$ cat src/core/dps_pkg.sv
// Package: command encodings, bank states and timing for DDR power control
package dps_pkg;
  // Command encodings as {ras_n, cas_n, we_n}
  localparam logic [2:0] CMD_NOP = 3'h7;
  localparam logic [2:0] CMD_BURST_STOP = 3'h6;
  localparam logic [2:0] CMD_READ = 3'h5;
  localparam logic [2:0] CMD_WRITE = 3'h4;
  localparam logic [2:0] CMD_ACTIVE = 3'h3;
  localparam logic [2:0] CMD_PRECHARGE = 3'h2;
  localparam logic [2:0] CMD_REFRESH = 3'h1;
  localparam logic [2:0] CMD_MODE_SET = 3'h0;
  // Power-down exit interval in ns, and in clock cycles (rounded up)
  localparam int CLK_PERIOD_NS = 100;
  localparam int POWER_DOWN_EXIT_INTERVAL_NS = 100;
  localparam int PDEX_CYCLES_RAW =
    (POWER_DOWN_EXIT_INTERVAL_NS + CLK_PERIOD_NS - 1) / CLK_PERIOD_NS;
  localparam int PDEX_CYCLES = (PDEX_CYCLES_RAW < 1) ? 1 : PDEX_CYCLES_RAW;
  // Busy time of refresh and mode register set, in cycles
  localparam int REFRESH_CYCLES = 8;
  localparam int MODE_SET_CYCLES = 2;
  localparam logic [3:0] CNT_ZERO = 4'h0;
  localparam logic [3:0] CNT_ONE = 4'h1;
  // Bank state codes held per bank
  localparam logic [1:0] BANK_IDLE = 2'h0;
  localparam logic [1:0] BANK_ACTIVE = 2'h1;
  localparam logic [1:0] BANK_PRECHARGING = 2'h2;
  // Device power state, one-hot
  typedef enum logic [5:0] {
    ST_IDLE = 6'h01,
    ST_ACTIVE = 6'h02,
    ST_REFRESHING = 6'h04,
    ST_MODE_SETTING = 6'h08,
    ST_SELF_REFRESH = 6'h10,
    ST_POWER_DOWN = 6'h20
  } dps_state_t;
endpackage

$ cat src/core/dps_bank.sv
// One bank's idle/active/precharging state tracker
`timescale 1ns/1ns
`default_nettype none
module dps_bank
  import dps_pkg::*;
(
  // Clock and reset
  input wire logic ref_clk,
  input wire logic resetn,
  // Per-bank command strobes
  input wire logic activate,
  input wire logic precharge,
  input wire logic precharge_done,
  // State
  output logic [1:0] bank_state
);
  logic [1:0] state_q;
  logic [1:0] state_d;

  always_comb begin
    state_d = state_q;
    if (activate && state_q == BANK_IDLE) begin
      state_d = BANK_ACTIVE;
    end else if (precharge) begin
      // Idle or already precharging banks ignore a precharge
      if (state_q == BANK_ACTIVE) begin
        state_d = BANK_PRECHARGING;
      end
    end else if (precharge_done && state_q == BANK_PRECHARGING) begin
      state_d = BANK_IDLE;
    end
  end

  always_ff @(posedge ref_clk) begin
    if (!resetn) begin
      state_q <= BANK_IDLE;
    end else begin
      state_q <= state_d;
    end
  end

  assign bank_state = state_q;
endmodule // dps_bank
`default_nettype wire

$ cat src/core/dps_ctrl.sv
// DDR SDRAM power-state and command-legality control
// Function
// - During refresh or mode register set every command except no-operation is illegal.
// - Self-refresh holds while clock enable stays low; rise exits it.
// - Self-refresh exit cycle allows only deselect or no-operation.
// - Power-down holds while clock enable low; rise exits, idle after interval.
// - Entry needs all banks idle; refresh enters self-refresh, nop power-down.
// - Banks idle with previous clock enable low uses power-down handling.
// - Banks idle, clock enable high twice: normal command decoding.
// - Other states with clock enable high twice: normal decoding.
// - Illegal judgement of bank commands applies only to the addressed bank's state.
// - Precharge to idle or precharging bank acts as no-operation.
// - Refresh and mode register set illegal when any bank is not idle.
`timescale 1ns/1ns
`default_nettype none
module dps_ctrl
  import dps_pkg::*;
#(
  parameter int BANKS = 4,
  parameter int BA_W = 2
) (
  // Clock and reset
  input wire logic ref_clk,
  input wire logic resetn,
  // Memory command pins
  input wire logic cke,
  input wire logic cs_n,
  input wire logic ras_n,
  input wire logic cas_n,
  input wire logic we_n,
  input wire logic [BA_W-1:0] bank_addr,
  input wire logic all_banks,
  // Status
  output logic illegal_cmd,
  output logic self_refresh,
  output logic power_down,
  output logic busy,
  output logic [BANKS-1:0] bank_active,
  output logic cmd_accepted
);
  dps_state_t state_q;
  dps_state_t state_d;
  logic cke_q;
  logic [3:0] cnt_q;
  logic [3:0] cnt_d;
  logic illegal_q;
  logic illegal_d;
  logic accepted_q;
  logic accepted_d;
  logic [2:0] cmd;
  logic sel;
  logic all_idle;
  logic bank_busy;
  logic [BANKS-1:0] act_v;
  logic [BANKS-1:0] pre_v;
  logic [BANKS-1:0] idle_v;
  logic [1:0] bank_st [BANKS];
  logic pre_done;
  logic cke_rise;
  logic cke_fall;
  logic cke_held;
  logic cnt_last;

  assign cmd = {ras_n, cas_n, we_n};
  assign sel = !cs_n;
  assign all_idle = &idle_v;
  // The addressed bank alone decides legality of bank commands
  assign bank_busy = bank_st[bank_addr] != BANK_IDLE;
  assign pre_done = (state_q == ST_ACTIVE) && !(sel && cmd == CMD_PRECHARGE);
  // Previous against current clock enable picks the handling path
  assign cke_rise = !cke_q && cke;
  assign cke_fall = cke_q && !cke;
  assign cke_held = cke_q && cke;
  // Zero also ends a busy phase, so a stale count can never hang it
  assign cnt_last = (cnt_q == CNT_ONE) || (cnt_q == CNT_ZERO);

  genvar g;
  generate
    for (g = 0; g < BANKS; g++) begin : g_bank
      dps_bank u_bank (
        .ref_clk(ref_clk),
        .resetn(resetn),
        .activate(act_v[g]),
        .precharge(pre_v[g]),
        .precharge_done(pre_done),
        .bank_state(bank_st[g])
      );
      assign idle_v[g] = bank_st[g] == BANK_IDLE;
      assign bank_active[g] = bank_st[g] == BANK_ACTIVE;
    end
  endgenerate

  always_comb begin
    state_d = state_q;
    cnt_d = (cnt_q != CNT_ZERO) ? cnt_q - CNT_ONE : CNT_ZERO;
    illegal_d = 1'b0;
    accepted_d = 1'b0;
    act_v = '0;
    pre_v = '0;
    case (state_q)
      ST_REFRESHING, ST_MODE_SETTING: begin
        if (sel && cmd != CMD_NOP) begin
          illegal_d = 1'b1;
        end
        if (cnt_last) begin
          state_d = ST_IDLE;
        end
      end
      ST_SELF_REFRESH: begin
        if (cke_rise) begin
          // Exit allowed only with deselect or nop
          if (sel && cmd != CMD_NOP) begin
            illegal_d = 1'b1;
          end
          // Clock-enable rise leaves self-refresh
          state_d = ST_POWER_DOWN;
          cnt_d = 4'(PDEX_CYCLES);
        end
      end
      ST_POWER_DOWN: begin
        // Stays until clock enable rises, then idles after exit interval
        if (cke_held) begin
          if (cnt_last) begin
            state_d = ST_IDLE;
          end
        end else if (cke_rise) begin
          cnt_d = 4'(PDEX_CYCLES);
        end
      end
      default: begin
        // Clock enable history picks the handling path
        if (all_idle && !cke_q) begin
          state_d = ST_POWER_DOWN;
          cnt_d = 4'(PDEX_CYCLES);
        end else if (cke_fall) begin
          // Falling clock enable: entry only with all banks idle
          if (!all_idle) begin
            illegal_d = 1'b1;
          end else if (!sel || cmd == CMD_NOP) begin
            state_d = ST_POWER_DOWN;
          end else if (cmd == CMD_REFRESH) begin
            state_d = ST_SELF_REFRESH;
          end else begin
            illegal_d = 1'b1;
          end
        end else if (cke_held && sel) begin
          // Normal decoding, idle or active banks alike
          case (cmd)
            CMD_REFRESH, CMD_MODE_SET: begin
              if (!all_idle) begin
                illegal_d = 1'b1;
              end else begin
                accepted_d = 1'b1;
                state_d = (cmd == CMD_REFRESH) ? ST_REFRESHING
                                               : ST_MODE_SETTING;
                cnt_d = (cmd == CMD_REFRESH) ? 4'(REFRESH_CYCLES)
                                             : 4'(MODE_SET_CYCLES);
              end
            end
            CMD_ACTIVE: begin
              if (bank_busy) begin
                illegal_d = 1'b1;
              end else begin
                accepted_d = 1'b1;
                act_v[bank_addr] = 1'b1;
              end
            end
            CMD_PRECHARGE: begin
              // Harmless to idle banks, so always accepted
              accepted_d = 1'b1;
              if (all_banks) begin
                pre_v = '1;
              end else begin
                pre_v[bank_addr] = 1'b1;
              end
            end
            CMD_READ, CMD_WRITE, CMD_BURST_STOP: begin
              if (!bank_busy || bank_st[bank_addr] != BANK_ACTIVE) begin
                illegal_d = 1'b1;
              end else begin
                accepted_d = 1'b1;
              end
            end
            default: begin
              accepted_d = 1'b0;
            end
          endcase
        end
        if (state_d == ST_IDLE || state_d == ST_ACTIVE) begin
          state_d = all_idle && act_v == '0 ? ST_IDLE : ST_ACTIVE;
        end
      end
    endcase
  end

  always_ff @(posedge ref_clk) begin
    if (!resetn) begin
      state_q <= ST_IDLE;
      cke_q <= 1'b0;
      cnt_q <= CNT_ZERO;
      illegal_q <= 1'b0;
      accepted_q <= 1'b0;
    end else begin
      state_q <= state_d;
      cke_q <= cke;
      cnt_q <= cnt_d;
      illegal_q <= illegal_d;
      accepted_q <= accepted_d;
    end
  end

  // Reset leaves cke_q low, so the first cycles pass via power-down handling
  assign illegal_cmd = illegal_q;
  assign cmd_accepted = accepted_q;
  assign self_refresh = state_q == ST_SELF_REFRESH;
  assign power_down = state_q == ST_POWER_DOWN;
  assign busy = (state_q == ST_REFRESHING) || (state_q == ST_MODE_SETTING);
endmodule // dps_ctrl
`default_nettype wire

$ cat config.mk
export PLATFORM = sky130hd
export DESIGN_NAME = dps_ctrl
export DESIGN_NICKNAME = d
export VERILOG_FILES = /design/src/core/dps_pkg.sv /design/src/core/dps_bank.sv /design/src/core/dps_ctrl.sv
export SDC_FILE = /design/constraint.sdc
export NUM_CORES = 1
export LEC_CHECK = 0
export BUFFER_PORTS_ARGS = -buffer_cell sky130_fd_sc_hd__buf_2
export CORE_ASPECT_RATIO = 2
export CORE_MARGIN = 5
export CORE_UTILIZATION = 40
export CTS_BUF_LIST = sky130_fd_sc_hd__clkbuf_4 sky130_fd_sc_hd__clkbuf_8
export CTS_CLUSTER_SIZE = 10
export DETAILED_ROUTE_END_ITERATION = 10
export SYNTH_ARGS = -nofsm -noshare
export SYNTH_HDL_FRONTEND = slang
export SYNTH_SLANG_ARGS = --single-unit
$ cat constraint.sdc
create_clock -name ref_clk -period 3.6 [get_ports ref_clk]
set_clock_uncertainty 0.1 [all_clocks]
set_input_delay 0.54 -clock ref_clk [delete_from_list [all_inputs] [get_ports ref_clk]]
set_output_delay 0.54 -clock ref_clk [all_outputs]
set_load 0.01 [all_outputs]
==> impl_metrics.yaml <==
worst_setup_path:
  crit_path_end_kind: "flop"
  cp.required_ns: 3.64
  start_kind: "flop"
  arrival_ns: 2.61
  cp_max_fo: 8
  path_class: "reg -> reg"
finish:
  insertedDiodeCount: 0
  fillerInstances: 405
  layout.cells.non_filler: 251
  fin_nets: 213
  synthToLayoutAreaGrowth_pct: 10.8
  drive_gt1_share_pct: 16.3
logic_synthesis:
  synth-seq-cells: 21
  synth-edff-count: 0
  ys.flop_type: "dfxtp_1"
  async_flop_share_pct: 0
  syn_area_mm2: 0.00152
  postSynthAreaPerCell_um2: 8.03
  syn-num-nets: 199
  synth-warning-count: 0
  ys_types: 58
  syn_inst: 189
  seq_area_frac_synth_pct: 27.7
hold_path:
  holdCritPathClass: "reg -> reg"
timing:
  finalHoldViolCount: 0
  period_minus_slack_ns: 2.58
  setup_violations: 0
  slew_headroom_pct: 57.0
  rsz0062_at_grt: "no"
  fin_tns_setup_ns: 0
  slew_violations: 0
  fin_crit_sh_pct: 71.5
  tightest_slew_ns: 0.639
  clock.fmax_mhz: 388
floorplan:
  rows: 31
  die_x_um: 53.6
  die-area_mm2: 0.00520
  start_util_pct: 41.6
  die_h_um: 97.1
  ios: 19
  core_region_area_mm2: 0.00365
cts:
  holdBufCountCts: 0
  post_cts_resized: 0
  clk_path_buf_depth: 2
  root_buffer: "clkbuf_8"
  cts_max_level: 1
  post-cts-setup-buffer-count: 0
  cts_sinks: 21
  cts_tree: "built"
  cts_inserted_buffers: 3
  clk_latency_ns: 0.27
  cts.clk_slew.worst_paths_ns: 0.08
routing:
  wl_per_cell_um: 17.2
  routed_wl_um: 4330
  firstDrtPassIters: 5
  vias_per_cell: 6.17
  ant_nets: 0
  vias: 1548
  drtIter0Drc: 53
  drc: 0
global_routing:
  antenna_found_initial: 0
  grt_pass1_vias: 1600
  grt.overflow.total: 0
  grt_use_total_pct: 18.5
  grt_max_degree: 24
  grt_pass1_wl_um: 7290
power:
  p_leak_nw: 0.643
  p_sw_mw: 0.141
  switching_share_pct: 28.6
  vdd_ir_drop_max_mv: 0.202
  power_density_mw_per_mm2: 293
  p_seq_share_pct: 49.2
  clkPwrFrac_pct: 34.6
  power_frac_comb_pct: 16.2
  internal_power_mw: 0.352
placed_design:
  numPlacedInstances: 247
  port_buffers: 18
  globalplace.congestion: 0.884
  dpl.hpwl_um: 3450
run:
  drv_cap: 0
run_status:
  status: "completed"
final cells by class:
class,count,area [µm²],area share (%)
Clock buffer,4,48.8,2.90
Inverter,7,26.3,1.56
Multi-Input combinational cell,152,1030,61.5
Sequential cell,21,420,25.0
Tap cell,49,61.3,3.65
Timing Repair Buffer,18,90.1,5.36
cells in the mapped netlist, drive strengths merged, types with 2 or more instances:
library cell / instances / area [µm²]
dfxtp: 21 / 420
nand2: 19 / 78.8
nor3: 14 / 86.3
o21ai: 13 / 65.1
a21oi: 12 / 60.1
nor2: 12 / 45.0
nor2b: 10 / 62.6
clkbuf: 7 / 26.3
inv: 7 / 26.3
and2: 5 / 31.3
nand3: 4 / 20.0
a22oi: 3 / 22.5
and4: 3 / 26.3
nor4: 3 / 48.8
o21a: 3 / 22.5
o2bb2a: 3 / 30.0
o311ai: 3 / 26.3
or3: 3 / 23.8
a211oi: 2 / 15.0
a2bb2oi: 2 / 17.5
a31oi: 2 / 12.5
buf: 2 / 10.0
mux4: 2 / 48.8
nand4: 2 / 12.5
o211ai: 2 / 15.0
o2bb2ai: 2 / 23.8
o31ai: 2 / 15.0
o32ai: 2 / 17.5
o41ai: 2 / 17.5
xnor2: 2 / 17.5
power by group through the flow:
stage	combinational (mW)	clock, mW	sequential [mW]
after floorplan	0.0576	0	0.247
after global placement	0.0772	0	0.248
after detailed placement	0.0789	0	0.248
after CTS	0.0794	0.173	0.243
after global routing	0.0894	0.179	0.244
final	0.0801	0.170	0.243
stage by stage:
stage	utilization (%)	power, mW	cell area, µm²	setup WS (ns)	hold slack (ns)
after floorplan	-	0.304	1520	1.20	0.387
after global placement	44.8	0.325	1630	1.10	0.445
after detailed placement	44.8	0.327	1630	1.03	0.438
after global routing	46.1	0.513	1680	0.733	0.471
final	46.1	0.493	1680	1.02	0.441
after CTS	46.1	0.495	1680	1.05	0.450
cells by family after synthesis:
family / Yosys count / synth area share [%]
buf+inv: 16 / 4.12
xor+xnor: 3 / 1.73
mux: 4 / 4.62
compound gates: 65 / 30.5
flops: 21 / 27.7
simple gates: 80 / 31.3
worst max-delay path, cell delays in order (launching register included):
cell and delay, ns:
dfxtp_1 0.39, xnor2_1 0.33, a211oi_1 0.18, o21ai_1 0.44, nand3_1 0.39, o311ai_0 0.48
o41ai_1 0.14
state kept, by name, summed over array words and instances (netlist names):
name	cells
g_bank.u_bank.bank_state	8
state_q	6
cnt_q	4
cke_q	1
cmd_accepted	1
illegal_cmd	1
final timing paths:
path	cells after the start	slack [ns]	to	start
setup / recovery	6	1.02	g_bank[2].u_bank.bank_state[0]	state_q[2]
hold / removal	2	0.44	state_q[1]	state_q[1]
setup reg to reg	6	1.02	g_bank[2].u_bank.bank_state[0]	state_q[2]
hold reg to reg	2	0.44	state_q[1]	state_q[1]
layout by cell type, fill, tap and decap left out, types with 4 or more instances in the layout:
cell and count:
dfxtp_1 21, nor2_1 12, nor3_1 12, nand2_1 18, buf_2 18, and2_1 5
a21oi_1 12, nor2b_1 10, o21ai_0 12, nand3_1 4, inv_1 7
per-layer routing:
metal	share of wire, %	track usage [%]
met1	34	17.4
met2	56	34.5
met3	3.0	1.23
met4	7.2	12.2
met5	0	0
Power figures use the tool's default switching activity.
